===== src/core/rccr_pkg.sv =====
`default_nettype none
package rccr_pkg;
  // register map, one aligned word on the bus
  localparam logic [3:0] RCCR_OFF_CTRL        = 4'h0;  // the reset cause / control register
  localparam logic [3:0] RCCR_OFF_VECTOR      = 4'h4;  // read-only vector address status
  localparam logic [3:0] RCCR_OFF_BROWNOUT_EN = 4'h8;  // read-only effective brown-out enable
  // field positions inside the control register
  localparam int RCCR_BIT_PRIO_EN   = 7;  // priority_level_enable
  localparam int RCCR_BIT_SBOR      = 6;  // software_brownout_enable
  localparam int RCCR_BIT_RST_INSTR = 4;  // reset_instr_flag
  localparam int RCCR_BIT_WDOG_TMO  = 3;  // watchdog_timeout_flag
  localparam int RCCR_BIT_PWR_DOWN  = 2;  // power_down_flag
  localparam int RCCR_BIT_POR       = 1;  // power-on flag
  localparam int RCCR_BIT_BROWN_OUT = 0;  // brown_out_flag
  // reset values
  localparam logic RCCR_RST_PRIO_EN   = 1'h0;
  localparam logic RCCR_RST_SBOR      = 1'h1;
  localparam logic RCCR_RST_RST_INSTR = 1'h1;
  localparam logic RCCR_RST_WDOG_TMO  = 1'h1;
  localparam logic RCCR_RST_PWR_DOWN  = 1'h1;
  localparam logic RCCR_RST_POR       = 1'h0;
  localparam logic RCCR_RST_BROWN_OUT = 1'h0;
  // brown-out configuration code that hands control to software
  localparam logic [1:0] RCCR_BROWNOUT_CFG_SW = 2'h1;
  // interrupt vectors
  localparam logic [23:0] RCCR_VEC_HIGH = 24'h000008;
  localparam logic [23:0] RCCR_VEC_LOW  = 24'h000018;
  // bus responses
  localparam logic [1:0] RCCR_RESP_OKAY   = 2'h0;
  localparam logic [1:0] RCCR_RESP_SLVERR = 2'h2;
  // bus slave states
  typedef enum logic [1:0] {
    RCCR_BUS_IDLE = 2'b00,
    RCCR_BUS_RESP = 2'b01
  } rccr_bus_t;
endpackage
`default_nettype wire


===== src/core/rccr_axil_slave.sv =====
`timescale 1ns/100ps
`default_nettype none
module rccr_axil_slave (
  input  wire logic        i_clk,
  input  wire logic        i_rst_n,
  input  wire logic [3:0]  i_awaddr,
  input  wire logic        i_awvalid,
  output logic             o_awready,
  input  wire logic [31:0] i_wdata,
  input  wire logic [3:0]  i_wstrb,
  input  wire logic        i_wvalid,
  output logic             o_wready,
  output logic [1:0]       o_bresp,
  output logic             o_bvalid,
  input  wire logic        i_bready,
  input  wire logic [3:0]  i_araddr,
  input  wire logic        i_arvalid,
  output logic             o_arready,
  output logic [31:0]      o_rdata,
  output logic [1:0]       o_rresp,
  output logic             o_rvalid,
  input  wire logic        i_rready,
  output logic             o_wr_pulse,    // one cycle: write lands this edge
  output logic [3:0]       o_wr_addr,     // write address
  output logic [7:0]       o_wr_data,     // low byte of write data
  output logic             o_wr_lane0,    // byte lane 0 enabled
  output logic [3:0]       o_rd_addr,     // read address presented to the core
  input  wire logic [31:0] i_rd_data,     // read data from the core
  input  wire logic        i_rd_ok        // address is mapped
);
  typedef struct packed {
    logic              aw_have;   // address captured
    logic [3:0]        aw_addr;
    logic              w_have;    // data captured
    logic [7:0]        w_data;
    logic              w_lane0;
    logic              bvalid;
    logic [1:0]        bresp;
    rccr_pkg::rccr_bus_t rstate;  // read channel state
    logic [31:0]       rdata;
    logic [1:0]        rresp;
  } rccr_axs_t;
  rccr_axs_t s_reg;
  rccr_axs_t s_next;
  logic      wr_fire;

  // ready while the holding slot is empty and no response is pending
  assign o_awready  = !s_reg.aw_have && !s_reg.bvalid;
  assign o_wready   = !s_reg.w_have && !s_reg.bvalid;
  assign o_arready  = (s_reg.rstate == rccr_pkg::RCCR_BUS_IDLE);
  assign o_bvalid   = s_reg.bvalid;
  assign o_bresp    = s_reg.bresp;
  assign o_rvalid   = (s_reg.rstate == rccr_pkg::RCCR_BUS_RESP);
  assign o_rdata    = s_reg.rdata;
  assign o_rresp    = s_reg.rresp;
  assign o_rd_addr  = i_araddr;
  assign wr_fire    = s_reg.aw_have && s_reg.w_have;
  assign o_wr_pulse = wr_fire;
  assign o_wr_addr  = s_reg.aw_addr;
  assign o_wr_data  = s_reg.w_data;
  assign o_wr_lane0 = s_reg.w_lane0;

  // channels are taken in either order; the write commits once both are held
  always_comb begin
    s_next = s_reg;
    if (i_awvalid && o_awready) begin
      s_next.aw_have = 1'b1;
      s_next.aw_addr = i_awaddr;
    end
    if (i_wvalid && o_wready) begin
      s_next.w_have  = 1'b1;
      s_next.w_data  = i_wdata[7:0];
      s_next.w_lane0 = i_wstrb[0];
    end
    if (wr_fire) begin
      s_next.aw_have = 1'b0;
      s_next.w_have  = 1'b0;
      s_next.bvalid  = 1'b1;
      s_next.bresp   = (s_reg.aw_addr == rccr_pkg::RCCR_OFF_CTRL) ?
                       rccr_pkg::RCCR_RESP_OKAY : rccr_pkg::RCCR_RESP_SLVERR;
    end else if (s_reg.bvalid && i_bready) begin
      s_next.bvalid = 1'b0;
    end
    case (s_reg.rstate)
      rccr_pkg::RCCR_BUS_IDLE: begin
        if (i_arvalid) begin
          s_next.rstate = rccr_pkg::RCCR_BUS_RESP;
          s_next.rdata  = i_rd_ok ? i_rd_data : 32'h00000000;
          s_next.rresp  = i_rd_ok ? rccr_pkg::RCCR_RESP_OKAY : rccr_pkg::RCCR_RESP_SLVERR;
        end
      end
      rccr_pkg::RCCR_BUS_RESP: begin
        if (i_rready) begin
          s_next.rstate = rccr_pkg::RCCR_BUS_IDLE;
        end
      end
      default: begin
        s_next.rstate = rccr_pkg::RCCR_BUS_IDLE;
      end
    endcase
  end

  // state register
  always_ff @(posedge i_clk or negedge i_rst_n) begin
    if (!i_rst_n) begin
      s_reg <= '0;
    end else begin
      s_reg <= s_next;
    end
  end
endmodule // rccr_axil_slave
`default_nettype wire


===== src/core/rccr_top.sv =====
// Added by the designer: the address map and the AXI4-Lite slave port.
`timescale 1ns/100ps
`default_nettype none
// Behaviour
// - priority enable low: single-level compatibility mode
// - config 01: written sbor bit switches brown-out
// - other config: sbor ignored, reads zero
// - brown-out: brown-out flag 0, power-on flag unchanged
// - priority enable clear ignores per-source priority
// - vectors 000008h high, 000018h low
module rccr_top (
  input  wire logic        i_clk,
  input  wire logic        i_rst_n,           // power-up reset
  input  wire logic [3:0]  i_awaddr,
  input  wire logic        i_awvalid,
  output logic             o_awready,
  input  wire logic [31:0] i_wdata,
  input  wire logic [3:0]  i_wstrb,
  input  wire logic        i_wvalid,
  output logic             o_wready,
  output logic [1:0]       o_bresp,
  output logic             o_bvalid,
  input  wire logic        i_bready,
  input  wire logic [3:0]  i_araddr,
  input  wire logic        i_arvalid,
  output logic             o_arready,
  output logic [31:0]      o_rdata,
  output logic [1:0]       o_rresp,
  output logic             o_rvalid,
  input  wire logic        i_rready,
  input  wire logic [1:0]  i_brownout_config_field, // from the config word
  input  wire logic        i_brownout_event,   // one cycle: brown-out reset seen
  input  wire logic        i_reset_instr,      // one cycle: reset instruction run
  input  wire logic        i_watchdog_timeout, // one cycle: watchdog expired
  input  wire logic        i_sleep_instr,      // one cycle: sleep executed
  input  wire logic        i_watchdog_clear_instruction, // one cycle
  input  wire logic        i_irq_high_prio,    // pending source's priority bit
  output logic             o_priority_level_enable, // priority levels active
  output logic             o_brownout_reset_en,     // brown-out reset enabled
  output logic [23:0]      o_irq_vector             // vector address for interrupts
);
  typedef struct packed {
    logic prio_en;    // priority_level_enable
    logic sbor;       // software_brownout_enable storage
    logic rst_instr;  // reset_instr_flag
    logic wdog_tmo;   // watchdog_timeout_flag
    logic pwr_down;   // power_down_flag
    logic por;        // power-on flag
    logic brown_out;  // brown_out_flag
  } rccr_state_t;
  rccr_state_t st_reg;
  rccr_state_t st_next;

  logic        wr_pulse;
  logic [3:0]  wr_addr;
  logic [7:0]  wr_data;
  logic        wr_lane0;
  logic [3:0]  rd_addr;
  logic [31:0] rd_data;
  logic        rd_ok;
  logic        sw_ctrl;   // software owns brown-out enable
  logic [7:0]  ctrl_view; // control register as read

  // true when the config field hands brown-out to software
  function automatic logic rccr_sw_owns(input logic [1:0] cfg);
    rccr_sw_owns = (cfg == rccr_pkg::RCCR_BROWNOUT_CFG_SW);
  endfunction

  assign sw_ctrl = rccr_sw_owns(i_brownout_config_field);

  rccr_axil_slave u_bus (
    .i_clk      (i_clk),
    .i_rst_n    (i_rst_n),
    .i_awaddr   (i_awaddr),
    .i_awvalid  (i_awvalid),
    .o_awready  (o_awready),
    .i_wdata    (i_wdata),
    .i_wstrb    (i_wstrb),
    .i_wvalid   (i_wvalid),
    .o_wready   (o_wready),
    .o_bresp    (o_bresp),
    .o_bvalid   (o_bvalid),
    .i_bready   (i_bready),
    .i_araddr   (i_araddr),
    .i_arvalid  (i_arvalid),
    .o_arready  (o_arready),
    .o_rdata    (o_rdata),
    .o_rresp    (o_rresp),
    .o_rvalid   (o_rvalid),
    .i_rready   (i_rready),
    .o_wr_pulse (wr_pulse),
    .o_wr_addr  (wr_addr),
    .o_wr_data  (wr_data),
    .o_wr_lane0 (wr_lane0),
    .o_rd_addr  (rd_addr),
    .i_rd_data  (rd_data),
    .i_rd_ok    (rd_ok)
  );

  // vector selection honours priority only when levels are enabled
  rccr_vector_sel u_vec (
    .i_prio_en   (st_reg.prio_en),
    .i_high_prio (i_irq_high_prio),
    .o_vector    (o_irq_vector)
  );

  // read view: sbor masked to zero when software does not own it
  always_comb begin
    ctrl_view = 8'h00;
    ctrl_view[rccr_pkg::RCCR_BIT_PRIO_EN]   = st_reg.prio_en;
    ctrl_view[rccr_pkg::RCCR_BIT_SBOR]      = st_reg.sbor && sw_ctrl;
    ctrl_view[rccr_pkg::RCCR_BIT_RST_INSTR] = st_reg.rst_instr;
    ctrl_view[rccr_pkg::RCCR_BIT_WDOG_TMO]  = st_reg.wdog_tmo;
    ctrl_view[rccr_pkg::RCCR_BIT_PWR_DOWN]  = st_reg.pwr_down;
    ctrl_view[rccr_pkg::RCCR_BIT_POR]       = st_reg.por;
    ctrl_view[rccr_pkg::RCCR_BIT_BROWN_OUT] = st_reg.brown_out;
  end

  // read mux; unmapped offsets answer with an error and zero data
  always_comb begin
    rd_data = 32'h00000000;
    rd_ok   = 1'b1;
    case (rd_addr)
      rccr_pkg::RCCR_OFF_CTRL: begin
        rd_data = {24'h000000, ctrl_view};
      end
      rccr_pkg::RCCR_OFF_VECTOR: begin
        rd_data = {8'h00, o_irq_vector};
      end
      rccr_pkg::RCCR_OFF_BROWNOUT_EN: begin
        rd_data = {31'h00000000, o_brownout_reset_en};
      end
      default: begin
        rd_ok = 1'b0;
      end
    endcase
  end

  // register update: software write first, hardware events after so they win
  always_comb begin
    st_next = st_reg;
    if (wr_pulse && wr_lane0 && (wr_addr == rccr_pkg::RCCR_OFF_CTRL)) begin
      st_next.prio_en = wr_data[rccr_pkg::RCCR_BIT_PRIO_EN];
      if (sw_ctrl) begin
        st_next.sbor = wr_data[rccr_pkg::RCCR_BIT_SBOR];
      end
      st_next.rst_instr = wr_data[rccr_pkg::RCCR_BIT_RST_INSTR];
      st_next.por       = wr_data[rccr_pkg::RCCR_BIT_POR];
      st_next.brown_out = wr_data[rccr_pkg::RCCR_BIT_BROWN_OUT];
    end
    // reset instruction clears its flag
    if (i_reset_instr) begin
      st_next.rst_instr = 1'b0;
    end
    // brown-out clears its flag; power-on flag stays as software left it
    if (i_brownout_event) begin
      st_next.brown_out = 1'b0;
    end
    // watchdog-clear instruction sets both flags
    if (i_watchdog_clear_instruction) begin
      st_next.wdog_tmo = 1'b1;
      st_next.pwr_down = 1'b1;
    end
    // sleep clears power-down and sets time-out
    if (i_sleep_instr) begin
      st_next.pwr_down = 1'b0;
      st_next.wdog_tmo = 1'b1;
    end
    // a time-out beats any simultaneous set
    if (i_watchdog_timeout) begin
      st_next.wdog_tmo = 1'b0;
    end
  end

  // power-up loads the reset values; flags set by power-up come up high
  always_ff @(posedge i_clk or negedge i_rst_n) begin
    if (!i_rst_n) begin
      st_reg.prio_en   <= rccr_pkg::RCCR_RST_PRIO_EN;
      st_reg.sbor      <= rccr_pkg::RCCR_RST_SBOR;
      st_reg.rst_instr <= rccr_pkg::RCCR_RST_RST_INSTR;
      st_reg.wdog_tmo  <= rccr_pkg::RCCR_RST_WDOG_TMO;
      st_reg.pwr_down  <= rccr_pkg::RCCR_RST_PWR_DOWN;
      st_reg.por       <= rccr_pkg::RCCR_RST_POR;
      st_reg.brown_out <= rccr_pkg::RCCR_RST_BROWN_OUT;
    end else begin
      st_reg <= st_next;
    end
  end

  // outputs from state; brown-out enable also gated by sw_ctrl
  assign o_priority_level_enable = st_reg.prio_en;
  assign o_brownout_reset_en     = st_reg.sbor && sw_ctrl;
endmodule // rccr_top
`default_nettype wire


===== src/core/rccr_vector_sel.sv =====
`timescale 1ns/100ps
`default_nettype none
module rccr_vector_sel (
  input  wire logic        i_prio_en,     // priority levels on
  input  wire logic        i_high_prio,   // source's priority selection
  output logic [23:0]      o_vector       // vector address taken
);
  // compatibility mode ignores the per-source priority and uses the high vector
  always_comb begin
    if (i_prio_en && !i_high_prio) begin
      o_vector = rccr_pkg::RCCR_VEC_LOW;
    end else begin
      o_vector = rccr_pkg::RCCR_VEC_HIGH;
    end
  end
endmodule // rccr_vector_sel
`default_nettype wire


===== config.mk =====
export PLATFORM = sky130hd
export DESIGN_NAME = rccr_top
export DESIGN_NICKNAME = d
export VERILOG_FILES = /design/src/core/rccr_pkg.sv /design/src/core/rccr_axil_slave.sv /design/src/core/rccr_top.sv /design/src/core/rccr_vector_sel.sv
export SDC_FILE = /design/constraint.sdc
export NUM_CORES = 1
export LEC_CHECK = 0
export ABC_AREA = 1
export BUFFER_PORTS_ARGS = -buffer_cell sky130_fd_sc_hd__buf_2
export CORE_MARGIN = 2
export CORE_UTILIZATION = 44
export DETAILED_ROUTE_END_ITERATION = 12
export HOLD_SLACK_MARGIN = 0.05
export PLACE_DENSITY = 0.95
export SYNTH_ARGS = -nofsm -noshare
export SYNTH_HDL_FRONTEND = slang
export SYNTH_SLANG_ARGS = --single-unit

===== constraint.sdc =====
create_clock -name i_clk -period 1.84 [get_ports i_clk]
set_input_delay 0.276 -clock i_clk [delete_from_list [all_inputs] [get_ports i_clk]]
set_output_delay 0.276 -clock i_clk [all_outputs]
set_load 0.05 [all_outputs]

==> impl_metrics.csv <==
group,metric,value,unit
drt,avgRoutedWirePerCell,9.755,microns
timing,timing.final.crit_share,83.58,%
drt,drc_errors,0,
power_and_ir_drop,peakVddDrop,0.0006818,V
drt,drt-total-wl,2946,microns
drt,route.antenna.remaining_nets,0,
placed_design,hpwl,2307,microns
timing,rsz0062_at_grt,"false",
synthesis,synth.yosys.seq_area_share,43.05,%
worst_setup_path,crit_fanout,6,
synthesis,yosys_warnings,0,
status,status,"completed",
grt,grt_pass1_wl,4609,microns
cells_and_area,final_cell_mix,"nand2_1 (55), conb_1 (50), buf_2 (45)",
power_and_ir_drop,internal_power,1375,uW
synthesis,ys_types,21,
grt,grt_max_degree,31,
clocking,clockBufferDepth,2,
die,num_io_pins,126,
cells_and_area,largest_reg_flops,7,
worst_setup_path,cp-end-kind,"primary output",
grt,grt_pass1_vias,1064,
synthesis,synth_seq_cells,30,
timing,post-route-min-period,1538,ps
clocking,cts_setup_buffers,0,
synthesis,syn-cell-area,1755,sq um
synthesis,synthCells,213,
run,drv_cap,0,
timing,finalSetupTns,0,ps
timing,slew_headroom,56.23,%
power_and_ir_drop,p_leak,0.001089,uW
timing,max_slew.worst_pin.slew,656.5,ps
worst_setup_path,critPathRequiredTime,1560,ps
worst_setup_path,path_class,"flip-flop to primary output",
worst_setup_path,cp-start-kind,"flip-flop",
power_and_ir_drop,p_comb_share,39.4,%
power_and_ir_drop,clkPwrFrac,21.4,%
die,row_count,22,
die,die_w,67.17,microns
hold_path,min_from,"i_watchdog_timeout",
die,coreArea,3744,sq um
drt,via_per_inst,4.166,
clocking,cts_root_buffer,"clkbuf_8",
clocking,clock-sinks,30,
clocking,clk_latency,280,ps
power_and_ir_drop,seq_power_share,39.2,%
timing,skew,5.753,ps
power_and_ir_drop,sw_frac_of_total,46.49,%
power_and_ir_drop,p_switching,1194,uW
cells_and_area,final_core_util,50.07,%
clocking,cts_made_buffers,5,
drt,drt_pass1_iterations,4,
timing,fmax,0.6503,GHz
worst_setup_path,rr_startpoint,"u_bus.s_reg[34]$_DFFE_PN0P_",
cells_and_area,area_growth,6.771,%
drt,routed-via-count,1258,
timing,hold_violations,0,
placed_design,dp_slack,473.6,ps
timing,final.setup.worst_slack,302.2,ps
die,die_h,67.17,microns
cells_and_area,n_antenna_cell,0,
power_and_ir_drop,p_per_area,1371,nW/um^2
synthesis,syn_area_per_cell,8.241,sq um
clocking,htreeDepth,2,
grt,overflow,0,
die,fp.dieArea,4511,sq um
cells_and_area,final_common_cell,"nand2_1",
hold_path,hold_path_class,"input pin to flip-flop",
clocking,tritoncts,"done",
placed_design,numPortBuffers,45,
timing,finalSetupViolCount,0,
worst_setup_path,crit_path_start,"u_bus.s_reg[53]$_DFFE_PN0P_",
grt,grt_usage,14.10,%
cells_and_area,final_nets,312,
clocking,hold_buffers,1,
clocking,clkTransAtPathRegs,70,ps
drt,first_iter_violations,48,
grt,antenna_found_initial,0,
die,start_util,46.89,%
worst_setup_path,critPathArrivalTime,1260,ps
timing,drv_slew,0,
cells_and_area,drive_gt1_share,27.56,%
placed_design,place_congestion,0.7221,
clocking,cts-resized-gates,0,
==> layout make-up <==
class                   count  area, sq um
flip-flops and latches     30        755.7
well taps                  48        60.06
clock buffers               6        82.58
repair buffers             46        235.2
inverters                  14        52.55
multi-input cells         156        675.6
fillers                   380         1869
clock inverters             2        12.51
==> through the flow <==
stage | total power, uW | cell area (sq um) | cells | hold slack [ps]
final | 2569 | 1874 | 302 | 98.90
after global routing | 2737 | 1874 | 302 | 89.26
after CTS | 2599 | 1874 | 302 | 90.99
after detailed placement | 2037 | 1769 | 293 | 343.2
after global placement | 2001 | 1769 | 293 | 330.9
after floorplan | 1924 | 1936 | 261 | -19.59
==> cells in the mapped netlist <==
cell type | number | share of area, %
buf_4 | 59 | 25
nand2_1 | 55 | 12
dfrtp_1 | 26 | 37
nand3_1 | 18 | 5.1
inv_1 | 12 | 2.6
nor2_1 | 11 | 2.4
o21ai_0 | 5 | 1.4
dfstp_2 | 4 | 6.0
nor2_2 | 4 | 1.4
nand2_2 | 3 | 1.1
conb_1 | 2 | 0.43
inv_2 | 2 | 0.43
nand3_2 | 2 | 1.1
nor2_4 | 2 | 1.3
nor3_1 | 2 | 0.57
a21oi_1 | 1 | 0.28
a31oi_1 | 1 | 0.36
buf_2 | 1 | 0.28
clkbuf_1 | 1 | 0.21
mux2_1 | 1 | 0.64
nand4_1 | 1 | 0.36
==> power by group through the flow <==
stage / Clock, uW / Combinational [uW] / Sequential, uW
final: 549 / 1010 / 1010
after global routing: 594 / 1110 / 1030
after CTS: 567 / 1020 / 1010
after detailed placement: 0 / 1020 / 1020
after global placement: 0 / 992 / 1010
after floorplan: 0 / 884 / 1040
==> worst paths after layout <==
kind	to	slack, ps	cells after the start
setup / recovery	o_awready	300	2
setup reg to reg	u_bus.o_rdata[4]$_DFFE_PN0P_	490	5
min in group asynchronous	u_bus.s_reg[34]$_DFFE_PN0P_	570	2
hold / removal	ctrl_view[3]$_DFFE_PN1P_	100	2
hold reg to reg	st_reg[5]$_DFFE_PN1P_	470	2
max in group asynchronous	u_bus.o_bresp[1]$_DFFE_PN0P_	850	2
==> worst max-delay path, cell delays in order (launching register included) <==
cell and delay (ps):
dfrtp_1 440, nor2_2 230, buf_2 310
==> per-layer routing <==
metal | global-route usage [%] | part of all wire (%) | up-vias
met5 | 0 | 0 | -
met4 | 6.888 | 1.7 | 0
met1 | 15.50 | 40 | 556
li1 | - | - | 635
met3 | 5.833 | 10 | 6
met2 | 23.51 | 48 | 61
==> cell families (layout without fill, tap and decap cells) <==
logic type | after synthesis | in the layout | share of synthesized area [%]
AO/OA/AOI/OAI | 7 | 7 | 2.067
multiplexers | 1 | 1 | 0.6414
other | 2 | 50 | 0.4278
buffers and inverters | 75 | 68 | 28.72
flip-flops | 30 | 30 | 43.05
AND/OR/NAND/NOR | 98 | 98 | 25.09
(Power assumes the default switching activity.)
